<file path="src/verilog/nvps_pkg.sv">
// Constants for the non-volatile parameter store.
// Assumes one 100 MHz clock and a parsed command stream from the host side.
//
// Contract
// - One retained user byte; save writes it, read returns it.
// - Parameter values and enable flags are retained across power loss.
// - Every reset loads enabled parameters over the built-in defaults.
// - Set-value stores a byte unenabled; a separate enable command activates it.
// - Enabling a defaults-type parameter leaves the active setting unchanged.
// - Summary lists every parameter 00..2F with value and N/F flag.
// - Parameter 26 is the CAN filler byte; 00 when not enabled.
// - All-off command at number FF disables every parameter at once.
// - Only the configured line-end character terminates a command.
// - Power-up with activity output grounded disables all parameters.
// - After a forced clear the receive indicator flashes rapidly.
// - Parameter 01 gives the header-display default; 00 shows headers.
// - Each parameter has an effect class: immediate, defaults, reset, power.
// - Header parameter: 00 on, FF off, factory default FF.
`default_nettype none
package nvps_pkg;
    localparam int NVPS_NUM = 48;
    localparam logic [7:0] NVPS_LAST = 8'h2F;
    localparam logic [7:0] NVPS_ALL = 8'hFF;
    localparam logic [7:0] OFS_HEADER_DISPLAY_DEFAULT = 8'h01;
    localparam logic [7:0] OFS_LINE_END_CHARACTER = 8'h0D;
    localparam logic [7:0] OFS_CAN_FILLER_BYTE = 8'h26;
    localparam logic [7:0] HDR_ON = 8'h00;
    localparam logic [7:0] HDR_OFF = 8'hFF;
    localparam logic [7:0] RST_HEADER = 8'hFF;
    localparam logic [7:0] RST_LINE_END = 8'h0D;
    localparam logic [7:0] RST_FILLER = 8'h00;
    localparam logic [7:0] RST_ERASED = 8'hFF;
    localparam logic [7:0] RST_USER = 8'hFF;
    localparam logic [7:0] CHR_ON = 8'h4E;
    localparam logic [7:0] CHR_OFF = 8'h46;
    localparam int FLASH_HALF_NS = 100_000_000;
    localparam int CLK_NS = 10;
    localparam int FLASH_HALF_CYC = FLASH_HALF_NS / CLK_NS;
    localparam logic [4:0] FLASH_TOGGLES = 5'h14;
    localparam logic [1:0] CLS_IMMEDIATE = 2'h0;
    localparam logic [1:0] CLS_DEFAULTS = 2'h1;
    localparam logic [1:0] CLS_RESET = 2'h2;
    localparam logic [1:0] CLS_POWER = 2'h3;
    typedef enum logic [2:0] {
        NVPS_IDLE = 3'h0,
        NVPS_LOAD = 3'h1,
        NVPS_LIST = 3'h2,
        NVPS_CLEAR = 3'h3
    } nvps_state_t;
endpackage
`default_nettype wire

</file>
<file path="src/verilog/nvps_store.sv">
// Non-volatile parameter store with user byte, summary and forced clear.
// Assumes commands arrive parsed, one cycle pulses, synchronous to i_clk_sys;
// the retained arrays model storage that keeps contents across i_rst.
`default_nettype none
module nvps_store #(
    parameter int FLASH_CYC = nvps_pkg::FLASH_HALF_CYC
) (
    input wire logic i_clk_sys,
    input wire logic i_rst,
    input wire logic i_power_up,
    input wire logic i_tx_led_in,
    input wire logic i_restore_defaults_command,
    input wire logic i_set_value_subcommand,
    input wire logic i_enable_command,
    input wire logic i_disable_command,
    input wire logic [7:0] i_param_num,
    input wire logic [7:0] i_param_value,
    input wire logic i_save_user,
    input wire logic i_read_user,
    input wire logic [7:0] i_user_data,
    input wire logic i_parameter_summary_command,
    input wire logic i_rx_char_valid,
    input wire logic [7:0] i_rx_char,
    output logic o_user_valid,
    output logic [7:0] o_user_data,
    output logic o_sum_valid,
    output logic [7:0] o_sum_num,
    output logic [7:0] o_sum_value,
    output logic [7:0] o_sum_flag,
    output logic o_sum_done,
    output logic o_cmd_end,
    output logic o_busy,
    output logic [7:0] o_header_display_default,
    output logic [7:0] o_line_end_character,
    output logic [7:0] o_can_filler_byte,
    output logic o_clear_done,
    output logic o_rx_led
);
    import nvps_pkg::*;

    // Effect class of a parameter
    function automatic logic [1:0] param_class(input logic [7:0] n);
        case (n)
            OFS_HEADER_DISPLAY_DEFAULT: param_class = CLS_DEFAULTS;
            OFS_CAN_FILLER_BYTE: param_class = CLS_DEFAULTS;
            OFS_LINE_END_CHARACTER: param_class = CLS_RESET;
            default: param_class = CLS_IMMEDIATE;
        endcase
    endfunction

    // Value used when a parameter is not enabled
    function automatic logic [7:0] param_default(input logic [7:0] n);
        case (n)
            OFS_HEADER_DISPLAY_DEFAULT: param_default = RST_HEADER;
            OFS_LINE_END_CHARACTER: param_default = RST_LINE_END;
            OFS_CAN_FILLER_BYTE: param_default = RST_FILLER;
            default: param_default = RST_ERASED;
        endcase
    endfunction

    // Retained storage: no reset term, so contents persist across i_rst
    logic [7:0] val_mem [NVPS_NUM];
    logic en_mem [NVPS_NUM];
    logic [7:0] user_mem;

    nvps_state_t state_q, state_d;
    logic [7:0] idx_q, idx_d;
    logic [7:0] hdr_q, hdr_d, eol_q, eol_d, fill_q, fill_d;
    logic power_q, power_d;
    logic user_valid_q, user_valid_d;
    logic [7:0] user_out_q, user_out_d;
    logic sum_valid_q, sum_valid_d, sum_done_q, sum_done_d;
    logic [7:0] sum_num_q, sum_num_d, sum_val_q, sum_val_d, sum_flag_q;
    logic [7:0] sum_flag_d;
    logic cmd_end_q, cmd_end_d;
    logic clear_done_q, clear_done_d;
    logic [4:0] flash_left_q, flash_left_d;
    logic [31:0] flash_cnt_q, flash_cnt_d;
    logic led_q, led_d;
    logic in_range;
    logic [5:0] idx6, num6;
    logic busy_q, busy_d;
    logic strap_q, strap_d;

    assign in_range = (i_param_num <= NVPS_LAST);
    assign idx6 = idx_q[5:0];
    assign num6 = i_param_num[5:0];

    always_comb
    begin
        state_d = state_q;
        idx_d = idx_q;
        hdr_d = hdr_q;
        eol_d = eol_q;
        fill_d = fill_q;
        power_d = power_q;
        user_valid_d = 1'b0;
        user_out_d = user_out_q;
        sum_valid_d = 1'b0;
        sum_done_d = 1'b0;
        sum_num_d = sum_num_q;
        sum_val_d = sum_val_q;
        sum_flag_d = sum_flag_q;
        cmd_end_d = i_rx_char_valid && (i_rx_char == eol_q);
        clear_done_d = 1'b0;
        flash_left_d = flash_left_q;
        flash_cnt_d = flash_cnt_q;
        led_d = led_q;
        case (state_q)
            NVPS_CLEAR:
            begin
                // Walk every entry; the enable goes only when strapped, value stays
                if (idx_q == NVPS_LAST)
                begin
                    state_d = NVPS_LOAD;
                    idx_d = 8'h00;
                    clear_done_d = 1'b1;
                    // Flash only when the strap really cleared the store
                    if (strap_q)
                        flash_left_d = FLASH_TOGGLES;
                end
                else
                begin
                    idx_d = idx_q + 8'h01;
                end
            end
            NVPS_LOAD:
            begin
                // Enabled entries replace defaults, else defaults apply
                case (idx_q)
                    OFS_HEADER_DISPLAY_DEFAULT: hdr_d = en_mem[idx6] ?
                        val_mem[idx6] : param_default(idx_q);
                    OFS_CAN_FILLER_BYTE: fill_d = en_mem[idx6] ?
                        val_mem[idx6] : param_default(idx_q);
                    // Reset-class entry waits for the walk after reset
                    OFS_LINE_END_CHARACTER:
                        if (param_class(idx_q) == CLS_DEFAULTS || power_q)
                            eol_d = en_mem[idx6] ?
                                val_mem[idx6] : param_default(idx_q);
                    default: ;
                endcase
                if (idx_q == NVPS_LAST)
                begin
                    state_d = NVPS_IDLE;
                    power_d = 1'b0;
                end
                else
                begin
                    idx_d = idx_q + 8'h01;
                end
            end
            NVPS_LIST:
            begin
                sum_valid_d = 1'b1;
                sum_num_d = idx_q;
                sum_val_d = val_mem[idx6];
                sum_flag_d = en_mem[idx6] ? CHR_ON : CHR_OFF;
                if (idx_q == NVPS_LAST)
                begin
                    state_d = NVPS_IDLE;
                    sum_done_d = 1'b1;
                end
                else
                begin
                    idx_d = idx_q + 8'h01;
                end
            end
            default:
            begin
                if (i_restore_defaults_command)
                begin
                    // Defaults-class entries only; reset class waits
                    state_d = NVPS_LOAD;
                    idx_d = 8'h00;
                end
                else if (i_parameter_summary_command)
                begin
                    state_d = NVPS_LIST;
                    idx_d = 8'h00;
                end
                if (i_read_user)
                begin
                    user_valid_d = 1'b1;
                    user_out_d = user_mem;
                end
            end
        endcase
        if (flash_left_q != 5'h00)
        begin
            if (flash_cnt_q >= 32'(FLASH_CYC - 1))
            begin
                flash_cnt_d = 32'h0;
                led_d = ~led_q;
                flash_left_d = flash_left_q - 5'h01;
            end
            else
            begin
                flash_cnt_d = flash_cnt_q + 32'h1;
            end
        end
        else
        begin
            led_d = 1'b0;
        end
        busy_d = (state_d != NVPS_IDLE);
    end

    always_ff @(posedge i_clk_sys or posedge i_rst)
    begin
        if (i_rst)
        begin
            state_q <= NVPS_CLEAR;
            idx_q <= 8'h00;
            busy_q <= 1'b1;
            hdr_q <= RST_HEADER;
            eol_q <= RST_LINE_END;
            fill_q <= RST_FILLER;
            power_q <= 1'b1;
            user_valid_q <= 1'b0;
            user_out_q <= 8'h00;
            sum_valid_q <= 1'b0;
            sum_done_q <= 1'b0;
            sum_num_q <= 8'h00;
            sum_val_q <= 8'h00;
            sum_flag_q <= 8'h00;
            cmd_end_q <= 1'b0;
            clear_done_q <= 1'b0;
            flash_left_q <= 5'h00;
            flash_cnt_q <= 32'h0;
            led_q <= 1'b0;
        end
        else
        begin
            state_q <= state_d;
            busy_q <= busy_d;
            idx_q <= idx_d;
            hdr_q <= hdr_d;
            eol_q <= eol_d;
            fill_q <= fill_d;
            power_q <= power_d;
            user_valid_q <= user_valid_d;
            user_out_q <= user_out_d;
            sum_valid_q <= sum_valid_d;
            sum_done_q <= sum_done_d;
            sum_num_q <= sum_num_d;
            sum_val_q <= sum_val_d;
            sum_flag_q <= sum_flag_d;
            cmd_end_q <= cmd_end_d;
            clear_done_q <= clear_done_d;
            flash_left_q <= flash_left_d;
            flash_cnt_q <= flash_cnt_d;
            led_q <= led_d;
        end
    end

    // Strap decision at the first entry of the clear walk, then held
    always_comb
    begin
        strap_d = strap_q;
        if (state_q == NVPS_CLEAR && idx_q == 8'h00)
            strap_d = power_q && i_power_up && !i_tx_led_in;
    end
    always_ff @(posedge i_clk_sys or posedge i_rst)
    begin
        if (i_rst)
            strap_q <= 1'b0;
        else
            strap_q <= strap_d;
    end

    // Retained storage writes; ignored while a walk is running
    always_ff @(posedge i_clk_sys)
    begin
        if (state_q == NVPS_CLEAR)
        begin
            if (strap_d || strap_q)
                en_mem[idx6] <= 1'b0;
        end
        else if (state_q == NVPS_IDLE)
        begin
            if (i_save_user)
                user_mem <= i_user_data;
            if (i_set_value_subcommand && in_range)
                val_mem[num6] <= i_param_value;
            if (i_enable_command && in_range)
                en_mem[num6] <= 1'b1;
            if (i_disable_command && in_range)
                en_mem[num6] <= 1'b0;
            if (i_disable_command && i_param_num == NVPS_ALL)
                for (int k = 0; k < NVPS_NUM; k++)
                    en_mem[k] <= 1'b0;
        end
    end

    assign o_user_valid = user_valid_q;
    assign o_user_data = user_out_q;
    assign o_sum_valid = sum_valid_q;
    assign o_sum_num = sum_num_q;
    assign o_sum_value = sum_val_q;
    assign o_sum_flag = sum_flag_q;
    assign o_sum_done = sum_done_q;
    assign o_cmd_end = cmd_end_q;
    assign o_busy = busy_q;
    assign o_header_display_default = hdr_q;
    assign o_line_end_character = eol_q;
    assign o_can_filler_byte = fill_q;
    assign o_clear_done = clear_done_q;
    assign o_rx_led = led_q;
endmodule // nvps_store
`default_nettype wire

</file>
<file path="config.mk">
export PLATFORM = sky130hd
export DESIGN_NAME = nvps_store
export DESIGN_NICKNAME = d
export VERILOG_FILES = /design/src/verilog/nvps_pkg.sv /design/src/verilog/nvps_store.sv
export SDC_FILE = /design/constraint.sdc
export NUM_CORES = 1
export LEC_CHECK = 0
export BUFFER_PORTS_ARGS = -buffer_cell sky130_fd_sc_hd__buf_2
export CORE_AREA = 2 2 283 285
export DETAILED_ROUTE_END_ITERATION = 10
export DIE_AREA = 0 0 285 287
export PLACE_DENSITY_LB_ADDON = 0.05
export SLEW_MARGIN = 30
export SYNTH_ARGS = -nofsm -noshare
export SYNTH_HDL_FRONTEND = slang
export SYNTH_SLANG_ARGS = --single-unit
</file>
<file path="constraint.sdc">
create_clock -name i_clk_sys -period 4.4 [get_ports i_clk_sys]
set_input_delay 0.44 -clock i_clk_sys [delete_from_list [all_inputs] [get_ports i_clk_sys]]
set_output_delay 0.44 -clock i_clk_sys [all_outputs]
set_load 0.03 [all_outputs]
</file>
==> results of run 1 <==
==> how the worst max path moves through the flow <==
stage | start | to | slack (ns) | depth (start not counted)
detailed placement | idx_q[0] | o_line_end_character[0] | 1.03 | 6
finish | idx_q[0] | o_line_end_character[1] | 1.11 | 6
floorplan | i_rst | flash_cnt_q[0] | 1.17 | 1
global placement | idx_q[0] | o_line_end_character[6] | 1.03 | 6
CTS | idx_q[0] | o_line_end_character[0] | 1.0 | 6
global route | idx_q[0] | o_line_end_character[0] | 0.90 | 6
==> cell usage in the layout, fill, tap and decap left out, types with 14 or more instances in the layout <==
cell type	instances
nand2_1	115
clkbuf_16	71
buf_4	47
dfxtp_1	48
nor2_1	144
o21ai_0	26
a22oi_1	37
edfxtp_1	408
nand3_1	45
buf_2	98
mux2_2	31
mux2i_1	81
a31oi_1	16
o31ai_1	50
clkbuf_1	32
nor2b_1	14
nand4_1	15
mux4_2	61
xnor2_1	19
o211ai_1	41
dfstp_2	15
a21oi_1	24
inv_1	15
dfrtp_1	90
==> kinds of logic after synthesis <==
logic type	after synthesis	share of synthesized area (%)
other cells	1	0.01595
fa+ha+maj	6	0.3193
buf+inv	110	2.565
flops	563	67.67
mux	185	12.06
simple gates	412	8.153
compound gates	261	8.062
xor+xnor	31	1.155
==> critical path, delay by kind of cell (launching register included) <==
kind / cells / cell delay, ns
AOI/OAI and AO/OA: 3 / 1.18
DFF: 1 / 0.95
muxes: 2 / 0.89
and+or+nand+nor: 1 / 0.10
==> power breakdown <==
group	leakage (nW)	internal (W)	switching, W	total [W]
combinational	3.28	0.00159	0.00279	0.00439
sequential	5.49	0.00590	0.000421	0.00632
clock	0.980	0.00305	0.00213	0.00518
total	9.75	0.0106	0.00534	0.0159
==> final cells by class <==
type	instances	area share, %
Clock inverter	15	0.3472
Tap cell	1050	4.797
Inverter	19	0.2695
Sequential cell	563	58.11
Timing Repair Buffer	160	3.815
Multi-Input combinational cell	899	25.63
Clock buffer	105	7.026
==> state kept, by name, indices dropped and copies added (netlist names), 8 cells and up <==
signal	cells
en_mem	64
flash_cnt_q	32
idx_q	8
o_can_filler_byte	8
o_header_display_default	8
o_line_end_character	8
o_sum_num	8
o_sum_value	8
o_user_data	8
user_mem	8
val_mem	384
==> synthesized netlist by cell type, drive strengths merged (6+ instances only) <==
| master | count | area [um^2] |
|---|---|---|
| edfxtp | 408 | 12250 |
| nand2 | 119 | 456.7 |
| inv | 17 | 63.81 |
| dfxtp | 48 | 960.9 |
| o211ai | 41 | 307.8 |
| o221ai | 9 | 78.83 |
| nand3b | 8 | 60.06 |
| a22o | 12 | 105.1 |
| mux2 | 31 | 349.1 |
| xor2 | 12 | 105.1 |
| o22ai | 10 | 62.56 |
| o21ai | 27 | 135.1 |
| xnor2 | 19 | 166.4 |
| nor3 | 11 | 65.06 |
| nor2b | 15 | 93.84 |
| a31oi | 16 | 100.1 |
| mux2i | 82 | 824.5 |
| o31ai | 51 | 387.9 |
| buf | 52 | 381.6 |
| nor2 | 147 | 551.8 |
| nand2b | 6 | 37.54 |
| ha | 6 | 75.07 |
| a22oi | 38 | 290.3 |
| dfstp | 15 | 394.1 |
| mux4 | 72 | 1663 |
| nand3 | 45 | 225.2 |
| a21oi | 24 | 120.1 |
| nand4 | 15 | 93.84 |
| and3 | 12 | 75.07 |
| clkbuf | 39 | 150.1 |
| dfrtp | 92 | 2302 |
==> routing by layer <==
layer	wire, um	part of all wire (%)	vias up
met5	0	0	-
li1	-	-	6396
met3	2604	3.8	97
met2	31730	46	300
met4	1827	2.7	0
met1	32290	47	7092
==> per-stage QoR <==
| stage | utilization (%) | cell area [um^2] | hold slack [ns] | setup slack (ns) |
|---|---|---|---|---|
| after floorplan | - | 23520 | 0.4146 | 1.168 |
| after global placement | 32.09 | 25230 | 0.4206 | 1.034 |
| after detailed placement | 32.12 | 25250 | 0.4317 | 1.028 |
| after CTS | 34.80 | 27360 | 0.06744 | 0.9983 |
| after global routing | 34.84 | 27390 | 0.08269 | 0.8994 |
| final | 34.84 | 27390 | 0.1057 | 1.114 |
==> what timing repair did <==
action | in CTS | in global routing
hold endpoints to repair | 41 | 0
endpoints found under the setup margin | 0 | 0
hold buffers | 9 | 0
==> impl_metrics.ini, run 1 <==
[run_status]
outcome = complete, no violations

[die]
initial_core_util_pct = 29.91
core_mm2 = 0.07861
dieArea_mm2 = 0.08180
pin_count = 107
row_count = 103
die_h_um = 287
die_w_um = 285

[clock_tree]
cts_tree = yes
path_clk_slew_ns = 0.06
cts_buffers = 67
cts_max_path_buffers = 3
clock_latency_ns = 0.59
cts.sinks = 563
cts_setup_buffers = 0
cts_resized = 0
h-tree-depth = 3
clockRootBuffer = clkbuf_16

[synthesis]
syn_area_mm2 = 0.02351
ys_ff_latch = 563
synth_edf_count = 408
seq_area_frac_synth_pct = 67.67
synthCells = 1569
yosysUniqueCellTypes = 78
synth_ff_type = edfxtp_1
yosysWarningCount = 0
async_reset_ff_share_pct = 19.01
synth.avg_cell_area_um2 = 14.98

[critical_path]
critPathCaptureType = register
critPathMaxFanout = 41
cp.arrival_ns = 3.75
r2r-start = idx_q[0]
reg2regPathDepth = 6
start_kind = register
crit_path_top_delay_cell = dfrtp_4
critPathKind = reg2reg
critPathMaxStageDelay_ns = 0.95
r2r_setup_slack_ns = 1.11
r2r_end = o_line_end_character[1]
crit_required_ns = 4.87
worstPathCellList = mux4_2, a22o_1, a211o_1, a32oi_4, nor2_1, mux2_2

[sta]
final-hold-violation-count = 0
drv_slew = 0
period_share_pct = 74.68
min_period_ns = 3.286
max_freq_ghz = 0.3043
slew_headroom_pct = 33.94
finClkSkew_ns = 0.01819
setup_viol = 0
rsz0062_at_grt = false
worstMarginPinSlew_ns = 0.9873
setup_tns_ns = 0

[power_and_ir_drop]
power_w = 0.01589
p_per_area_mw_per_mm2 = 580.2
vdd_drop_max_mv = 0.3104
leakage_nw = 9.754

[place]
routabilityCongestion = 0.7801
dp_hpwl_um = 44960
placedCellCount = 2681
numPortBuffers = 102

[final_layout]
antenna_cells = 0
final.fill_count = 7699
layout-drive-gt1-share_pct = 20.84
area_growth_pct = 16.49
seq_area_mm2 = 0.01592
final_cells = 2811
nNetsFinal = 1760
multi_input_area_mm2 = 0.007020

[global_route]
use_met2_pct = 26.92
top_usage_layer = met2
grt-ovfl-total = 0
grt_pass1_vias = 14053
use_met1_pct = 23.54
grt_pass1_wl_um = 100600
antenna_found_initial = 0
grt_max_degree = 50
track_usage_pct = 16.80
met3_usage_pct = 2.722

[drt]
routed_wl_um = 68450
drt_iter0_markers = 1003
drcViolationCount = 0
antenna_left = 0
viasPerCell = 4.940
vias = 13885
dr.pass1.iters = 5
wire_per_inst_um = 24.35

[run]
max_cap_viol_count = 0

[hold_path]
hp-class = in2reg
holdPathStages = 2
worstHoldEndpoint = o_cmd_end
hold_start = i_rx_char_valid
Note: power is estimated with default switching activity, not from simulation.
==> inputs of run 2 (changes only) <==
clock period = 2.89 ns   (was 4.4 ns; I/O delays follow)
==> run 2 against run 1 <==
  * Setup slack got worse by 1.0 ns
  * Critical path depth rose by 2
  * Flip-flop and latch count did not move
  * Clock power rose by 58%
  * Die area did not move
  * Combinational power rose by 75%
  * Final area rose by 3.7%
  * Count of clock-buffer cells in the layout fell by 17
  * Utilization rose by 1.3 points
  * Largest cell class unchanged
  * Highest routed layer is now met5
  * Non-clock buffer count rose by 111
==> impl_metrics.ini, run 2 (synthesis gave the netlist of run 1 again) <==
[run_status]
outcome = complete, no violations

[critical_path]
r2r_end = o_line_end_character[3]
critPathMaxFanout = 17
r2r-start = idx_q[1]
worstPathCellList = buf_12, buf_4, mux4_1, a22o_1, a211oi_1, or4b_4, nand2_1, o22a_1
cp.arrival_ns = 3.31
critPathMaxStageDelay_ns = 0.65
r2r_setup_slack_ns = 0.1
crit_path_top_delay_cell = dfrtp_4
critPathKind = reg2reg
crit_required_ns = 3.41
start_kind = register
critPathCaptureType = register
reg2regPathDepth = 8
worstSetupStartpoint = idx_q[1]

[drt]
viasPerCell = 4.897
vias = 14293
antenna_left = 0
drcViolationCount = 0
drt_iter0_markers = 964
routed_wl_um = 68830
dr.pass1.iters = 5
wire_per_inst_um = 23.58

[global_route]
antenna_found_initial = 4
grt_pass1_wl_um = 101700
grt_pass1_vias = 14656
grt_max_degree = 58
grt-ovfl-total = 0
track_usage_pct = 16.87

[final_layout]
layout-drive-gt1-share_pct = 25.95
final_common_cell = edfxtp_1
fin_util_pct = 36.14
reg_top3 = val_mem: 384 flops, en_mem: 64 flops, flash_cnt_q: 32 flops
antenna_cells = 0
area_growth_pct = 20.85
final_cell_mix = 408 x edfxtp_1, 148 x buf_4, 147 x nor2_1, 114 x nand2_1, 99 x buf_2
nNetsFinal = 1871
largest_register_ffs = 384
final_cells = 2919
finish.instance_area_mm2 = 0.02841
regMostFlops = val_mem

[hold_path]
hp-class = in2reg
worstHoldEndpoint = o_cmd_end
holdPathStages = 3
hold_start = i_rx_char[2]

[power_and_ir_drop]
internal_power_w = 0.01695
p_sw_w = 0.008312
clockPowerShare_pct = 32.4
leakage_nw = 10.38
switching_share_pct = 32.90
p_per_area_mw_per_mm2 = 889.0
pwr-share-comb_pct = 30.4
vdd_drop_max_mv = 0.3700
p_seq_share_pct = 37.1

[die]
die_w_um = 285
dieArea_mm2 = 0.08180
pin_count = 107
die_h_um = 287
initial_core_util_pct = 29.91
row_count = 103
core_mm2 = 0.07861

[clock_tree]
cts.sinks = 563
cts_tree = yes
h-tree-depth = 3
clockRootBuffer = clkbuf_16
cts_setup_buffers = 0
path_clk_slew_ns = 0.06
cts_buffers = 67
cts_max_path_buffers = 3
clock_latency_ns = 0.59

[sta]
whs_ns = 0.04728
rsz0062_at_grt = false
worstMarginPinSlew_ns = 0.8688
slew_headroom_pct = 42.08
max_freq_ghz = 0.3584
setup_viol = 0
fin_ws_ns = 0.09970
min_period_ns = 2.790
finClkSkew_ns = 0.02349
final-hold-violation-count = 0
drv_slew = 0
period_share_pct = 96.55

[place]
routabilityCongestion = 0.7930
postPlaceCellArea_mm2 = 0.02618
dp_hpwl_um = 47230
placedCellCount = 2791
numPortBuffers = 102
dp_slack_ns = 0.04250

[run]
max_cap_viol_count = 0
[run 2: changes by cell type in the layout (fill, tap and decap cells not counted), moves of 3 or more]
| cell | previous run | this run |
|---|---|---|
| nor2_2 | 3 | 0 |
| clkinvlp_4 | 0 | 4 |
| clkbuf_1 | 32 | 15 |
| buf_12 | 5 | 13 |
| bufinv_16 | 1 | 5 |
| buf_4 | 47 | 148 |
| clkinv_1 | 9 | 14 |
| nor2_1 | 144 | 147 |
[run 2: power groups by stage]
stage	sequential (W)	clock, W	combinational [W]
after floorplan	0.00974	0	0.00427
after global placement	0.00956	0	0.00780
after detailed placement	0.00955	0	0.00778
after CTS	0.00939	0.00846	0.00782
after global routing	0.00943	0.00875	0.00823
final	0.00938	0.00819	0.00769
[run 2: repair_timing]
item                                    4_1_cts  5_1_grt
endpoints found under the hold margin        26        0
hold buffers                                 11        0
endpoints found under the setup margin        0        9
gates resized for setup                       0        5
[run 2: worst max-delay path by stage]
| stage | cells after the start | slack [ns] | end |
|---|---|---|---|
| floorplan | 13 | 0.18 | en_mem[57] |
| finish | 8 | 0.1 | o_line_end_character[3] |
| global placement | 7 | -0.05 | o_line_end_character[4] |
| detailed placement | 7 | 0.04 | o_line_end_character[1] |
| global route | 7 | 0.006 | o_line_end_character[0] |
| CTS | 7 | 0.03 | o_line_end_character[1] |
[run 2: final cells by class]
cell class / instances / area (um^2)
inverter: 19 / 75.07
fill: 7606 / 50200
clock inverter: 29 / 270.3
multi-input combinational: 899 / 7023
tap: 1050 / 1314
timing repair buffer: 271 / 1977
clock buffer: 88 / 1838
sequential: 563 / 15920
[run 2: critical path, delay by kind of cell (launching register included)]
kind,cells,cell delay [ns]
flip-flops,1,0.65
multiplexers,1,0.39
buffers and inverters,2,0.44
AND/OR/NAND/NOR,2,0.36
AO/OA/AOI/OAI,3,0.86
[run 2: per-layer routing]
| metal | vias to the layer above | part of all wire, % | track usage [%] | wire length, um |
|---|---|---|---|---|
| met1 | 7333 | 47 | 23.01 | 32080 |
| li1 | 6600 | - | - | - |
| met2 | 273 | 47 | 27.97 | 32610 |
| met3 | 83 | 3.7 | 2.738 | 2554 |
| met4 | 4 | 2.3 | 4.516 | 1565 |
| met5 | - | 0.042 | 0 | 29 |
[run 2: metrics by stage]
stage / setup TNS [ns] / power [W]
final: 0 / 0.02526
after global routing: 0 / 0.02642
after CTS: 0 / 0.02567
after detailed placement: 0 / 0.01734
after global placement: -0.2087 / 0.01736
after floorplan: 0 / 0.01401
